`src/inc/fbw_map.svh`:
```
// Offsets, command codes, field positions and timing constants of the flash write and protect control.
`ifndef FBW_MAP_SVH
`define FBW_MAP_SVH
`define FBW_CLK_NS 5
`define FBW_CYC_UP(ns) ((((ns) + `FBW_CLK_NS - 1) / `FBW_CLK_NS) < 1 ? 1 : (((ns) + `FBW_CLK_NS - 1) / `FBW_CLK_NS))
`define FBW_CYC_DN(ns) (((ns) / `FBW_CLK_NS) < 1 ? 1 : ((ns) / `FBW_CLK_NS))
`define FBW_T_ACC_NS 70
`define FBW_T_SLEEP_EXTRA_NS 60
`define FBW_T_SLOW_CLK_NS 200
`define FBW_T_RP_NS 30
`define FBW_T_READY_EA_NS 20000
`define FBW_T_READY_NS 500
`define FBW_FILT_SETTLE 3'h5
`define FBW_UL1_ADDR 11'h555
`define FBW_UL2_ADDR 11'h2AA
`define FBW_QRY_ADDR 11'h055
`define FBW_UL1_DATA 8'hAA
`define FBW_UL2_DATA 8'h55
`define FBW_CMD_PROG 8'hA0
`define FBW_CMD_ERASE 8'h80
`define FBW_CMD_CHIP 8'h10
`define FBW_CMD_SECT 8'h30
`define FBW_CMD_BYPASS 8'h20
`define FBW_CMD_ID 8'h90
`define FBW_CMD_QRY 8'h98
`define FBW_CMD_LOCK 8'h60
`define FBW_CMD_CFG 8'hC0
`define FBW_CMD_RST 8'hF0
`define FBW_CFG_SYNC_BIT 15
`define FBW_CFG_RST 16'h0000
`define FBW_LOCK_BIT 0
`define FBW_BOOST_LOW 2'h0
`define FBW_BOOST_HV_BIT 1
`define FBW_SECT_LAST_SMALL 8'h82
`define FBW_SECT_BIG_BASE 8'h03
`endif

```
`src/inc/fbw_pkg.sv`:
```
// Types shared by the flash write and protect control.
`default_nettype none
package fbw_pkg;
	typedef enum logic [3:0] {
		S_READ  = 4'h0,
		S_UL1   = 4'h1,
		S_UL2   = 4'h3,
		S_PROG  = 4'h2,
		S_ER1   = 4'h6,
		S_ER2   = 4'h7,
		S_ER3   = 4'h5,
		S_SEL   = 4'h4,
		S_LOCK  = 4'hC,
		S_CFG   = 4'hD
	} fbw_state_e;
	typedef enum logic [1:0] {
		OP_PROG       = 2'h0,
		OP_ERASE_SECT = 2'h1,
		OP_ERASE_CHIP = 2'h2
	} fbw_op_e;
	typedef struct packed {
		logic        ce_n;
		logic        oe_n;
		logic        we_n;
		logic        avd_n;
		logic        bclk;
		logic        rst_n;
		logic        wp_n;
		logic [1:0]  boost;
		logic [21:0] addr;
		logic [15:0] data;
	} fbw_pins_s;
	typedef struct packed {
		fbw_op_e     kind;
		logic [7:0]  sector;
		logic [21:0] addr;
		logic [15:0] data;
	} fbw_op_s;
endpackage : fbw_pkg
`default_nettype wire

```
`src/hdl/fbw_ctrl.sv`:
```
// Bus write decode, sector protection, sleep, standby and reset control of a burst flash.
`timescale 1ns/1ps
`default_nettype none
`include "fbw_map.svh"
// Overview of operation
// - Program writes are accepted in both synchronous and asynchronous read mode.
// - Fast program mode needs two write cycles per word, otherwise four.
// - Erase covers one sector, several chosen sectors, or the whole device.
// - Boost input at high level enters fast program mode; removal leaves it.
// - Boost input low locks every sector against program and erase.
// - Identification sequence enters query mode, only in asynchronous read mode.
// - Chip select and reset both high give high impedance outputs.
// - Async mode sleeps after address stable for access time plus 60 ns.
// - Sync mode sleeps on late first clock edge or clock below 5 MHz.
// - Reset pulse aborts, tristates, clears configuration, ignores commands, returns to read.
// - Device is ready after reset within ready time, longer if busy.
// - Output enable high disables data outputs into high impedance.
// - Program and erase require unlock cycles, except program in fast program mode; lone writes are ignored.
// - Lock command disables or re-enables program and erase per sector.
// - Write protect low blocks boot pair sectors; high restores their lock state.
// - Write starts only with chip select and strobe low, output enable high.
// - Power-up resets to read and ignores strobe rising edge seen held low with chip select and reset low, output enable high.
// - Device starts in asynchronous read mode until configuration is written.
module fbw_ctrl import fbw_pkg::*; #(
	parameter bit          BOOT_TOP      = 1'b0,
	parameter int unsigned N_SECT        = 134,
	parameter int unsigned T_RP_NS       = `FBW_T_RP_NS,
	parameter int unsigned T_READY_EA_NS = `FBW_T_READY_EA_NS,
	parameter int unsigned T_READY_NS    = `FBW_T_READY_NS
) (
	input  wire logic        sys_clk_i,          // System clock, 200 MHz.
	input  wire logic        rstn_i,             // Asynchronous reset, active low.
	input  wire logic        ce_i,               // Clock enable, freezes all state except the reset synchronizer when low.
	input  wire logic        chip_sel_n_i,       // Chip select pin, active low.
	input  wire logic        out_en_n_i,         // Output enable pin, active low.
	input  wire logic        wr_strobe_n_i,      // Write strobe pin, active low.
	input  wire logic        address_valid_n_i,  // Address valid pin, active low.
	input  wire logic        bus_clk_i,          // Burst clock pin, sampled.
	input  wire logic        hw_reset_n_i,       // Hardware reset pin, active low.
	input  wire logic        wr_protect_n_i,     // Write protect pin, active low.
	input  wire logic [1:0]  program_boost_in_i, // Boost level: 0 low, 1 normal, 2/3 high.
	input  wire logic [21:0] addr_i,             // Address pins.
	input  wire logic [15:0] data_bus_i,         // Data bus input side.
	output logic      [15:0] data_bus_o,         // Data bus output side.
	output logic             data_bus_oe_o,      // Data bus drive enable.
	input  wire logic        busy_i,             // Embedded program or erase running.
	input  wire logic [15:0] array_data_i,       // Array read data.
	input  wire logic [15:0] query_data_i,       // Identification register data.
	input  wire logic        rd_valid_i,         // Read data valid strobe.
	output logic             rd_req_o,           // New read wanted.
	output fbw_op_s          op_o,               // Program or erase request.
	output logic             op_valid_o,         // Request pulse.
	output logic             op_reject_o,        // Protected target pulse.
	output logic             abort_o,            // Abort pulse on reset.
	output logic             query_mode_o,       // Query mode active.
	output logic             fast_prog_o,        // Fast program mode active.
	output logic             sync_mode_o,        // Synchronous read mode.
	output logic             sleep_o,            // Automatic sleep.
	output logic             standby_o,          // Standby.
	output logic             ready_o             // Accepting commands.
);
	localparam int ASLP_CYC = `FBW_CYC_UP(`FBW_T_ACC_NS + `FBW_T_SLEEP_EXTRA_NS);
	localparam int ACC_CYC  = `FBW_CYC_UP(`FBW_T_ACC_NS);
	localparam int SLOW_CYC = `FBW_CYC_DN(`FBW_T_SLOW_CLK_NS);
	localparam int RP_CYC   = `FBW_CYC_UP(T_RP_NS);
	localparam int RDE_CYC  = `FBW_CYC_UP(T_READY_EA_NS);
	localparam int RDI_CYC  = `FBW_CYC_UP(T_READY_NS);
	if (N_SECT != 134 || RDE_CYC > 65535 || RP_CYC > 65535) begin : g_chk
		$error("fbw_ctrl: sector count or reset timing out of range");
	end

	logic       rs1;
	logic       rst_n;
	fbw_pins_s  pin;
	fbw_pins_s  p1;
	fbw_pins_s  p2;
	fbw_pins_s  p3;
	fbw_pins_s  pf;
	fbw_pins_s  pq;
	fbw_pins_s  next_pf;
	fbw_state_e state;
	fbw_state_e next_state;

	always_ff @(posedge sys_clk_i or negedge rstn_i) begin
		if (!rstn_i) begin
			rs1   <= 1'b0;
			rst_n <= 1'b0;
		end else begin
			rs1   <= 1'b1;
			rst_n <= rs1;
		end
	end

	assign pin = '{chip_sel_n_i, out_en_n_i, wr_strobe_n_i, address_valid_n_i, bus_clk_i,
		hw_reset_n_i, wr_protect_n_i, program_boost_in_i, addr_i, data_bus_i};
	// A bit moves only once the second and third stages agree.
	assign next_pf = (p2 & p3) | (pf & (p2 | p3));

	always_ff @(posedge sys_clk_i or negedge rst_n) begin
		if (!rst_n) begin
			p1 <= '1;
			p2 <= '1;
			p3 <= '1;
			pf <= '1;
			pq <= '1;
		end else if (ce_i) begin
			p1 <= pin;
			p2 <= p1;
			p3 <= p2;
			pf <= next_pf;
			pq <= pf;
		end
	end

	logic [21:0]     addr_q;
	logic [15:0]     cfg_q;
	logic [N_SECT-1:0] lock_q;
	logic            byp_q;
	logic            query_q;
	logic            pu_inh;
	logic [2:0]      pu_cnt;
	logic            rst_taken;
	logic [15:0]     rp_cnt;
	logic [15:0]     rdy_cnt;
	logic            was_busy;
	logic [6:0]      slp_cnt;
	logic            first_pend;

	wire we_rise   = pf.we_n & ~pq.we_n;
	wire we_fall   = ~pf.we_n & pq.we_n;
	wire wr_ok     = ~pf.ce_n & pf.oe_n;
	wire wr_evt    = ce_i & we_rise & wr_ok & pf.rst_n & ~pu_inh & ready_o;
	wire [7:0] cmd = pf.data[7:0];
	wire is_ul1    = addr_q[10:0] == `FBW_UL1_ADDR && cmd == `FBW_UL1_DATA;
	wire is_ul2    = addr_q[10:0] == `FBW_UL2_ADDR && cmd == `FBW_UL2_DATA;
	wire is_qry    = addr_q[10:0] == `FBW_QRY_ADDR && cmd == `FBW_CMD_QRY;
	wire boost_low = pf.boost == `FBW_BOOST_LOW;
	wire boost_hv  = pf.boost[`FBW_BOOST_HV_BIT];
	wire sync_mode = cfg_q[`FBW_CFG_SYNC_BIT];
	wire byp       = byp_q | boost_hv;
	wire [7:0] sect = addr_q[21:15] == 7'h00 ? {6'h00, addr_q[14:13]} :
		addr_q[21:15] == 7'h7F ? `FBW_SECT_LAST_SMALL + {6'h00, addr_q[14:13]} :
		`FBW_SECT_BIG_BASE + {1'b0, addr_q[21:15]};
	wire [N_SECT-1:0] wp_mask = BOOT_TOP ? {2'b11, {(N_SECT-2){1'b0}}} : {{(N_SECT-2){1'b0}}, 2'b11};
	// Boost low, write protect and lock bits.
	wire [N_SECT-1:0] eff_lock = lock_q | (pf.wp_n ? '0 : wp_mask) | {N_SECT{boost_low}};
	wire prot_sect = eff_lock[sect];
	wire prot_chip = |eff_lock;

	logic    do_op;
	fbw_op_e op_kind;
	logic    lock_wr;
	logic    cfg_wr;
	logic    byp_set;
	logic    byp_clr;
	logic    qry_set;
	logic    qry_clr;

	always_comb begin
		next_state = state;
		do_op      = 1'b0;
		op_kind    = OP_PROG;
		lock_wr    = 1'b0;
		cfg_wr     = 1'b0;
		byp_set    = 1'b0;
		byp_clr    = 1'b0;
		qry_set    = 1'b0;
		qry_clr    = 1'b0;
		if (wr_evt) begin
			unique case (state)
				S_READ: begin
					if (byp && cmd == `FBW_CMD_PROG) next_state = S_PROG;
					else if (cmd == `FBW_CMD_RST) qry_clr = 1'b1;
					else if (byp_q && cmd == `FBW_CMD_ID) byp_clr = 1'b1;
					else if (is_ul1) next_state = S_UL1;
					else if (is_qry && !sync_mode) qry_set = 1'b1;
				end
				S_UL1: next_state = is_ul2 ? S_UL2 : S_READ;
				S_UL2: begin
					next_state = S_READ;
					unique case (cmd)
						`FBW_CMD_PROG:   next_state = S_PROG;
						`FBW_CMD_ERASE:  next_state = S_ER1;
						`FBW_CMD_LOCK:   next_state = S_LOCK;
						`FBW_CMD_CFG:    next_state = S_CFG;
						`FBW_CMD_BYPASS: byp_set = 1'b1;
						`FBW_CMD_ID:     qry_set = !sync_mode;
						default:         qry_clr = cmd == `FBW_CMD_RST;
					endcase
				end
				S_PROG: begin
					do_op      = 1'b1;
					next_state = S_READ;
				end
				S_ER1: next_state = is_ul1 ? S_ER2 : S_READ;
				S_ER2: next_state = is_ul2 ? S_ER3 : S_READ;
				S_ER3, S_SEL: begin
					next_state = S_READ;
					if (cmd == `FBW_CMD_SECT) begin
						do_op      = 1'b1;
						op_kind    = OP_ERASE_SECT;
						next_state = S_SEL;
					end else if (cmd == `FBW_CMD_CHIP && state == S_ER3) begin
						do_op   = 1'b1;
						op_kind = OP_ERASE_CHIP;
					end
				end
				S_LOCK: begin
					lock_wr    = 1'b1;
					next_state = S_READ;
				end
				S_CFG: begin
					cfg_wr     = 1'b1;
					next_state = S_READ;
				end
				default: next_state = S_READ;
			endcase
		end
	end

	wire op_prot = op_kind == OP_ERASE_CHIP ? prot_chip : prot_sect;

	always_ff @(posedge sys_clk_i or negedge rst_n) begin
		if (!rst_n) begin
			state <= S_READ;
			byp_q <= 1'b0;
			query_q <= 1'b0;
		end else if (ce_i) begin
			state   <= rst_taken ? S_READ : next_state;
			byp_q   <= ~rst_taken & (byp_set | (byp_q & ~byp_clr));
			query_q <= ~rst_taken & (qry_set | (query_q & ~qry_clr));
		end
	end

	always_ff @(posedge sys_clk_i or negedge rst_n) begin
		if (!rst_n) begin
			cfg_q  <= `FBW_CFG_RST;
			lock_q <= '0;
		end else if (ce_i) begin
			if (rst_taken) cfg_q <= `FBW_CFG_RST;
			else if (cfg_wr) cfg_q <= pf.data;
			if (lock_wr) lock_q[sect] <= pf.data[`FBW_LOCK_BIT];
		end
	end

	always_ff @(posedge sys_clk_i or negedge rst_n) begin
		if (!rst_n) addr_q <= '0;
		else if (ce_i && ((~pf.avd_n & wr_ok) || (we_fall & wr_ok))) addr_q <= pf.addr;
	end

	always_ff @(posedge sys_clk_i or negedge rst_n) begin
		if (!rst_n) begin
			op_o        <= '0;
			op_valid_o  <= 1'b0;
			op_reject_o <= 1'b0;
		end else if (ce_i) begin
			op_valid_o  <= do_op & ~op_prot;
			op_reject_o <= do_op & op_prot;
			if (do_op) op_o <= '{op_kind, sect, addr_q, pf.data};
		end
	end

	// The pin filter shows its reset value for a few cycles, so the pattern is judged once it has settled.
	// power-up inhibit
	wire first = pu_cnt != `FBW_FILT_SETTLE;
	always_ff @(posedge sys_clk_i or negedge rst_n) begin
		if (!rst_n) begin
			pu_cnt <= '0;
			pu_inh <= 1'b0;
		end else if (ce_i) begin
			if (first) pu_cnt <= pu_cnt + 3'h1;
			if (first) pu_inh <= ~pf.we_n & ~pf.ce_n & ~pf.rst_n & pf.oe_n;
			else if (pf.we_n) pu_inh <= 1'b0;
		end
	end

	always_ff @(posedge sys_clk_i or negedge rst_n) begin
		if (!rst_n) begin
			rp_cnt    <= '0;
			rst_taken <= 1'b0;
			abort_o   <= 1'b0;
			was_busy  <= 1'b0;
			rdy_cnt   <= '0;
		end else if (ce_i) begin
			rp_cnt    <= pf.rst_n ? '0 : (rp_cnt == 16'(RP_CYC) ? rp_cnt : rp_cnt + 16'h0001);
			rst_taken <= ~pf.rst_n && rp_cnt == 16'(RP_CYC - 1);
			abort_o   <= ~pf.rst_n && rp_cnt == 16'(RP_CYC - 1);
			if (rst_taken) was_busy <= busy_i;
			if (!pf.rst_n) rdy_cnt <= (rst_taken ? busy_i : was_busy) ? 16'(RDE_CYC) : 16'(RDI_CYC);
			else if (rdy_cnt != '0 && rp_cnt == '0) rdy_cnt <= rdy_cnt - 16'h0001;
		end
	end
	assign ready_o = pf.rst_n & (rdy_cnt == '0);

	wire addr_chg  = pf.addr != pq.addr;
	wire bclk_rise = pf.bclk & ~pq.bclk;
	wire burst_go  = ~pf.avd_n & pq.avd_n & ~pf.ce_n;
	wire slp_clr   = sync_mode ? (bclk_rise | burst_go) : addr_chg;
	wire [6:0] slp_thr = sync_mode ? (first_pend ? 7'(ACC_CYC) : 7'(SLOW_CYC + 1)) : 7'(ASLP_CYC);

	always_ff @(posedge sys_clk_i or negedge rst_n) begin
		if (!rst_n) begin
			slp_cnt    <= '0;
			first_pend <= 1'b0;
		end else if (ce_i) begin
			slp_cnt    <= slp_clr ? '0 : (slp_cnt == 7'h7F ? slp_cnt : slp_cnt + 7'h01);
			first_pend <= burst_go | (first_pend & ~bclk_rise);
		end
	end
	assign sleep_o = slp_cnt >= slp_thr;

	// Output data stays latched through sleep; only a fresh read replaces it.
	always_ff @(posedge sys_clk_i or negedge rst_n) begin
		if (!rst_n) begin
			data_bus_o <= '0;
			rd_req_o   <= 1'b0;
		end else if (ce_i) begin
			rd_req_o <= ~pf.ce_n & pf.rst_n & (sync_mode ? burst_go : addr_chg);
			if (rd_valid_i) data_bus_o <= query_q ? query_data_i : array_data_i;
		end
	end

	assign data_bus_oe_o = ~pf.ce_n & ~pf.oe_n & pf.rst_n & ~rst_taken;
	assign standby_o     = pf.ce_n & pf.rst_n;
	assign fast_prog_o   = byp;
	assign query_mode_o  = query_q;
	assign sync_mode_o   = sync_mode;
endmodule : fbw_ctrl
`default_nettype wire

```
`config.mk`:
```
export PLATFORM = sky130hd
export DESIGN_NAME = fbw_ctrl
export DESIGN_NICKNAME = d
export VERILOG_FILES = /design/src/inc/fbw_pkg.sv /design/src/hdl/fbw_ctrl.sv
export VERILOG_INCLUDE_DIRS = /design/src /design/src/inc
export SDC_FILE = /design/constraint.sdc
export NUM_CORES = 1
export LEC_CHECK = 0
export BUFFER_PORTS_ARGS = -buffer_cell sky130_fd_sc_hd__buf_4
export CAP_MARGIN = 10
export CORE_MARGIN = 2
export CORE_UTILIZATION = 45
export DETAILED_ROUTE_END_ITERATION = 8
export HOLD_SLACK_MARGIN = 0.1
export PLACE_DENSITY = 0.74
export SKIP_LAST_GASP = 1
export SLEW_MARGIN = 20
export SYNTH_ARGS = -nofsm -noshare
export SYNTH_HDL_FRONTEND = slang
export SYNTH_SLANG_ARGS = --single-unit
```
`constraint.sdc`:
```
create_clock -name sys_clk_i -period 19.7 [get_ports sys_clk_i]
set_clock_uncertainty 0.2 [all_clocks]
set_input_delay 3.94 -clock sys_clk_i [delete_from_list [all_inputs] [get_ports sys_clk_i]]
set_output_delay 3.94 -clock sys_clk_i [all_outputs]
set_load 0.1 [all_outputs]
```
# Yosys cells after proc, flatten, opt, wreduce, memory -nomap -nowiden
# Cells that the tools add are included.
[totals]
reg_bits = 506
out_inout_bits = 75
word_cells = 274
[classes]
addsub = 6
n_bitwise = 54
reduce_logical = 35
n_lt_le_gt_ge = 3
muxes = 71
n_eq_ne = 37
[ops]
columns = ["operator", "n"]
rows = [
  ["134-bit bitwise mux", 1],
  ["134-bit bitwise OR", 1],
  ["134-bit by 2-bit bitwise OR with 134-bit output", 1],
  ["134-bit OR reduction", 1],
  ["16-bit 2-to-1 mux", 7],
  ["47-bit bitwise AND", 2],
  ["47-bit bitwise OR", 2],
  ["8-bit equality test (second input constant)", 7],
  ["1-bit 2-to-1 mux", 34],
  ["16-bit by 3-bit equality test with 1-bit output (second input constant)", 2],
  ["16-bit zero test", 2],
  ["1-bit bitwise AND", 30],
  ["4-bit 2-to-1 mux", 6],
  ["4-bit case mux with 6 select lines", 1],
  ["22-bit inequality test", 1],
  ["2-bit AND reduction", 9],
  ["16-bit by 1-bit adder with 16-bit output (second input constant)", 1],
  ["4-bit by 3-bit equality test with 1-bit output (second input constant)", 4],
  ["8-bit by 6-bit equality test with 1-bit output (second input constant)", 2],
  ["8-bit by 7-bit equality test with 1-bit output (second input constant)", 2],
  ["8-bit 2-to-1 mux", 2],
  ["4-bit case mux with 4 select lines", 1],
  ["16-bit nonzero test", 1],
  ["16-bit by 1-bit subtractor with 16-bit output (second input constant)", 1],
  ["other kinds (40)", 85],
]

# Longest topological paths before layout
# Gate-level depths: netlist (run 1).
[depth]
word_depth = 12
mapped_depth = 17
mapped_depth_nobuf = 12

# Worst setup path before layout (run 1)
# No wires, ideal clock.
[synth_path]
path_type = "register -> output"
from = "register rst_taken"
to = "output data_bus_oe_o"
path_stages_with_launch = 3
arrival_ns = 4.185
t_required_ns = 15.560
path_slack_ns = 11.375
cell_sequence = "dfrtp_1 clkbuf_1 nor4b_1"
[synth_between]
elab_chain_cells = 2
[synth_rtl]
columns = ["item", "line", "text"]
rows = [
  ["start, declared", "fbw_ctrl.sv:122", "logic rst_taken;"],
  ["start signal, assigned", "fbw_ctrl.sv:286", "rst_taken <= ~pf.rst_n && rp_cnt == 16'(RP_CYC - 1);"],
  ["1-bit inverter", "fbw_ctrl.sv:323", "assign data_bus_oe_o = ~pf.ce_n & ~pf.oe_n & pf.rst_n & ~rst_taken;"],
  ["1-bit bitwise AND", "fbw_ctrl.sv:323", ""],
  ["end, declared", "fbw_ctrl.sv:45", "output logic data_bus_oe_o,"],
]
# Every way passes these cells.

# Worst setup path in the final report (run 1)
[layout_path]
from = "input ce_i"
to = "register lock_q[68]"
[layout_between]
elab_chain_cells = 7
[layout_rtl]
columns = ["item", "line", "text"]
rows = [
  ["start, declared", "fbw_ctrl.sv:33", "input wire logic ce_i,"],
  ["1-bit bitwise AND (5 in a row)", "fbw_ctrl.sv:132", "wire wr_evt = ce_i & we_rise & wr_ok & pf.rst_n & ~pu_inh & ready_o;"],
  ["1-bit 2-to-1 mux", "fbw_ctrl.sv:169", "if (wr_evt) begin"],
  ["2-bit AND reduction (no source line) *", "n/a", ""],
  ["end signal, assigned by index", "fbw_ctrl.sv:242", "if (lock_wr) lock_q[sect] <= pf.data[`FBW_LOCK_BIT];"],
  ["end, declared", "fbw_ctrl.sv:117", "logic [N_SECT-1:0] lock_q;"],
]
# Mark *: on every way between the ends. The rest lies on a longest branch, timed or not.
# A chain may end at the register's enable or synchronous reset.

==> flow_summary.yaml, run 1 <==
placed_design:
  io_buffers: 158
  place_congestion: 0.975
  place_hpwl_mm: 44.4
  dpl.cell_count: 3049
synth:
  synth-edff-count: 0
  synth.top_cell.area_share: 0.291
  ys_warn_count: 0
  synth_area_leaders: "dfrtp_1 (29%), dfstp_2 (23%), mux2_2 (14%), nand2_1 (5.9%), o21ai_0 (5.5%)"
  ys_seq_area_frac: 0.524
  ys_types: 91
  synth-main-ff-cell: "dfrtp_1"
  synth_area_um2: 23900
  syn_avg_cell_area_um2: 10.4
  postSynth.asyncResetShare: 1.00
  synth_nets: 2406
  yosysTopAreaCell: "dfrtp_1"
  postSynthCellCount: 2307
  ys_seq_elements: 491
layout:
  final_common_cell: "nand2_1"
  finalNetCount: 2514
  most-common-layout-cells: "nand2_1 (374), mux2_2 (288), dfrtp_1 (277)"
  antenna_cells: 0
  instances_no_fill: 3147
  final_layout_size_suffix_gt1_frac: 0.340
  area_growth_pct: 15.9
  finish.utilization: 0.528
drt:
  first_pass_iters: 6
  wl_per_cell_um: 21.6
  drt-initial-drc-count: 1942
  wirelength_mm: 68.0
  ant_nets: 0
  vias: 18800
  via_per_inst: 5.99
  drc: 0
sta:
  rsz0062_at_grt: "no"
  finalHoldViolCount: 0
  fin_crit_ns: 7.50
  slew_violations: 0
  setup_tns_ns: 0
  slew_headroom: 0.235
  worst_slew_pin_slew_ns: 1.15
  setup_viol_count_final: 0
  fmax_mhz: 133
  min_period_over_period: 0.381
pwr:
  cellPowerDensity_nw_per_um2: 135
  p_total_uw: 3760
  leakagePower_uw: 0.0119
  ir_drop_v: 0.0000841
setup_path:
  worstSetupPathType: "in -> reg"
  cp-end-kind: "flop"
  required_ns: 19.99
  crit_path_start_kind: "input pin"
  worstPathArrival_ns: 7.80
  cp_max_fo: 113
clock_network:
  htreeDepth: 2
  post_cts_buffers: 0
  clkLatencyLatePin_ns: 0.63
  cts_buffers: 52
  cts_resized: 0
  cts_root_buffer: "clkbuf_16"
  cts_tree: "built"
  clock-sinks: 491
  cts_buffer_depth: 3
  clk_pin_slew_ns: 0.06
  hold_buffers: 0
run:
  maxCapViolCount: 0
floorplanning:
  row_count: 84
  start_util: 0.455
  io_pins: 159
  die_area_um2: 55000
  die_y_um: 235
  coreArea_um2: 52600
  die_width_um: 235
grt:
  grt_max_degree: 162
  grt_pass1_vias: 18700
  grt-ovfl-total: 0
  grt_use_total: 0.243
  antenna_found_initial: 1
  grt_pass1_wl_mm: 107
outcome:
  status: "completed"
worst_hold_path:
  hold_path_class: "reg -> reg"
==> critical path, cell delays in order <==
cell	delay, ns
buf_8	0.46
and2_1	0.53
and4_1	0.55
nand3_1	0.20
nor3_2	0.40
nand3_1	0.25
nor3_2	0.93
nand2_1	0.16
mux2_2	0.32
==> through the flow <==
| stage | cell area [µm²] | hold slack (ns) | setup slack, ns |
|---|---|---|---|
| floorplan | 23900 | 0.131 | 5.17 |
| global placement | 25800 | 0.139 | 11.76 |
| detailed placement | 25800 | 0.142 | 11.69 |
| CTS | 27700 | 0.155 | 12.32 |
| global route | 27800 | 0.167 | 11.99 |
| finish | 27800 | 0.153 | 12.20 |
==> report_power, final <==
part,switching [µW],internal (µW),leakage [µW]
sequential,187,1240,0.00599
clock,430,688,0.000969
combinational,836,378,0.00496
total,1450,2310,0.0119
==> registers in the layout, indices dropped and copies added (netlist names), 3 cells and up <==
name	flops
p3	47
pq	25
op_o	48
rdy_cnt	16
rp_cnt	16
lock_q	134
addr_q	22
pf	38
cmd	8
p2	47
pu_cnt	3
state	4
slp_cnt	7
data_bus_o	16
p1	47
==> worst paths after layout <==
check                                 from          to  slack (ns)  cells after the start
worst max-delay path                  ce_i  lock_q[68]       12.20                      9
worst min-delay path                   rs1       rst_n        0.15                      0
worst max register to register  addr_q[15]  op_valid_o       14.02                     14
worst min register to register         rs1       rst_n        0.15                      0
max in group asynchronous           rstn_i       rst_n       16.31                      1
min in group asynchronous            rst_n  addr_q[11]        0.21                      0
==> synthesized netlist by cell type (34+ instances only) <==
| library cell | number |
|---|---|
| a21oi_1 | 105 |
| dfstp_2 | 213 |
| mux2_2 | 288 |
| o21ai_0 | 261 |
| dfrtp_1 | 278 |
| clkbuf_1 | 116 |
| nor2_1 | 129 |
| xor2_1 | 34 |
| nand2_1 | 374 |
| nor4_1 | 46 |
| inv_1 | 69 |
==> final cells by class <==
class	instances	area (µm²)
Fill cell	4563	24800
Sequential cell	491	12600
Multi-Input combinational cell	1608	10600
Clock buffer	73	1520
Timing Repair Buffer	193	1470
Tap cell	688	861
Clock inverter	25	457
Inverter	69	259
==> cell families (layout without fill, tap and decap cells) <==
logic type               Yosys count  in the layout  share of synthesized area
other                              1              1                   0.000157
flip-flops                       491            491                      0.524
AND/OR/NAND/NOR                  715            715                      0.136
AO/OA/AOI/OAI                    508            508                      0.128
multiplexers                     316            316                      0.150
XOR/XNOR                          53             53                     0.0194
adder cells (fa/ha/maj)           15             15                    0.00784
buffers and inverters            208            360                     0.0346
==> routing by layer <==
| layer | wire length (µm) | track usage | vias to the layer above | share of wire |
|---|---|---|---|---|
| li1 | - | - | 8357 | - |
| met1 | 28000 | 0.334 | 9437 | 0.41 |
| met2 | 31100 | 0.377 | 878 | 0.46 |
| met3 | 6470 | 0.0542 | 171 | 0.095 |
| met4 | 2390 | 0.0900 | 2 | 0.035 |
| met5 | 21 | 0 | - | 0.00031 |
(Power assumes the default switching activity.)
==> inputs of run 2 (changes only) <==
==> constraint.sdc (replaced) <==
create_clock -name sys_clk_i -period 7.65 [get_ports sys_clk_i]
set_clock_uncertainty 0.2 [all_clocks]
set_input_delay 1.53 -clock sys_clk_i [delete_from_list [all_inputs] [get_ports sys_clk_i]]
set_output_delay 1.53 -clock sys_clk_i [all_outputs]
set_load 0.1 [all_outputs]
==> run 2 against run 1 <==
  * Clock power is 140% higher
  * Combinational power grew to 2.6 times the previous value
  * Count of clock-buffer cells in the layout stayed put
  * Die area stayed put
  * Sequential power grew to 2.6 times the previous value
  * Flip-flop and latch count stayed put
  * Worst setup slack worse by 9.6 ns
  * First-iteration DRC count is 0.98% higher
  * Sequential share of layout area is 0.24 points higher
  * Largest cell class unchanged
  * Final cell count hardly changed
  * Power grew to 2.5 times the previous value
  * Core utilization is 0.28 points lower
==> flow_summary.yaml, run 2 (synthesized netlist as in run 1, its figures left out) <==
clock_network:
  hold_buffers: 0
  cts_buffers: 53
  cts_root_buffer: "clkbuf_16"
  cts_resized: 0
  htreeDepth: 2
  cts_tree: "built"
  post_cts_buffers: 0
  clk_pin_slew_ns: 0.06
  cts_buffer_depth: 3
  clkLatencyLatePin_ns: 0.61
  clock-sinks: 491
pwr:
  pwr-share-comb: 0.328
  swShare: 0.393
  pwr-share-clk: 0.282
  pwr-share-seq: 0.389
  ir_drop_v: 0.000190
  p_int_uw: 5720
  p_switching_uw: 3700
  cellPowerDensity_nw_per_um2: 341
  leakagePower_uw: 0.0118
  p_total_uw: 9420
setup_path:
  rrSetupSlack_ns: 2.77
  r2r-end: "op_reject_o"
  cp_max_fo: 125
  cp-startpoint: "ce_i"
  cp-end-kind: "flop"
  required_ns: 7.94
  worstPathArrival_ns: 5.35
  worstSetupPathType: "in -> reg"
  rr_worst_depth: 11
  r2r-start: "addr_q[15]"
  crit_path_start_kind: "input pin"
worst_hold_path:
  hold_path_class: "reg -> reg"
  holdPathStages: 0
  min_from: "rs1"
  hold_path_end: "rst_n"
grt:
  grt_pass1_wl_mm: 105
  grt-ovfl-total: 0
  grt_max_degree: 157
  antenna_found_initial: 1
  grt_use_total: 0.237
  grt_pass1_vias: 18400
drt:
  first_pass_iters: 5
  drt-initial-drc-count: 1961
  via_per_inst: 5.92
  vias: 18600
  wl_per_cell_um: 21.3
  wirelength_mm: 67.0
  ant_nets: 0
  drc: 0
layout:
  final_layout_size_suffix_gt1_frac: 0.341
  largest_reg_flops: 134
  nFillCells: 4569
  top_register: "lock_q"
  most-common-layout-cells: "nand2_1 (374), mux2_2 (288), dfrtp_1 (277)"
  top_regs: "lock_q (134), op_o (48)"
  finalNetCount: 2513
  area_growth_pct: 15.3
  antenna_cells: 0
  final_common_cell: "nand2_1"
sta:
  setup_viol_count_final: 0
  fmax_mhz: 198
  fin_ws_ns: 2.59
  slew_violations: 0
  finalHoldViolCount: 0
  worst_slew_pin_slew_ns: 1.23
  rsz0062_at_grt: "no"
  slew_headroom: 0.178
  fin_crit_ns: 5.06
  setup_tns_ns: 0
  min_period_over_period: 0.661
  fin_hold_ws_ns: 0.154
placed_design:
  io_buffers: 158
  pre_cts_ws_ns: 2.07
  place_hpwl_mm: 44.3
  place_congestion: 0.973
floorplanning:
  die_width_um: 235
  start_util: 0.455
  die_area_um2: 55000
  row_count: 84
  io_pins: 159
  coreArea_um2: 52600
  die_y_um: 235
run:
  maxCapViolCount: 0
outcome:
  status: "completed"
[run 2: cell types whose count changed in the layout (fill, tap and decap cells not counted), sizes merged]
cell / delta
bufinv: -6
clkinvlp: +4
inv: +4
buf: -2
clkinv: -1
[run 2: how the worst max path moves through the flow]
stage	to	slack (ns)
after floorplan	data_bus_oe_o	1.74
after global placement	lock_q[9]	2.14
after detailed placement	lock_q[9]	2.07
after CTS	lock_q[13]	2.70
after global routing	lock_q[8]	2.34
final	lock_q[41]	2.59
[run 2: layout make-up]
cell class | count | area (µm²) | share of cell area
flip-flops and latches | 491 | 12600 | 0.455
inverters | 69 | 259 | 0.00938
clock inverters | 26 | 313 | 0.0113
repair buffers | 191 | 1470 | 0.0533
well taps | 688 | 861 | 0.0312
clock buffers | 73 | 1510 | 0.0548
multi-input cells | 1608 | 10600 | 0.385
[run 2: layer usage]
metal	track usage	wire, µm
met5	0	13
met4	0.0882	2480
met3	0.0614	6390
met2	0.370	30600
met1	0.317	27500
[run 2: critical path, stage by stage]
cell and delay [ns]:
buf_8 0.51, and2_1 0.52, and4_1 0.53, nand3_1 0.20, nor3_2 0.37, nand2_1 0.20, nor2_1 0.93, nand2_1 0.18
mux2_2 0.33
[run 2: power by group through the flow]
stage | combinational (µW) | sequential, µW | clock [µW]
final | 3090 | 3670 | 2660
after global routing | 3230 | 3740 | 2820
after CTS | 2990 | 3660 | 2710
after detailed placement | 2970 | 3700 | 0
after global placement | 2910 | 3670 | 0
after floorplan | 1910 | 3590 | 0
[run 2: metrics by stage]
stage                     instance area (µm²)  cells  utilization
final                                   27600   3146        0.525
after global routing                    27600   3146        0.525
after CTS                               27600   3146        0.525
after detailed placement                25800   3047        0.490
after global placement                  25800   3047        0.490
after floorplan                         23900   2307            -
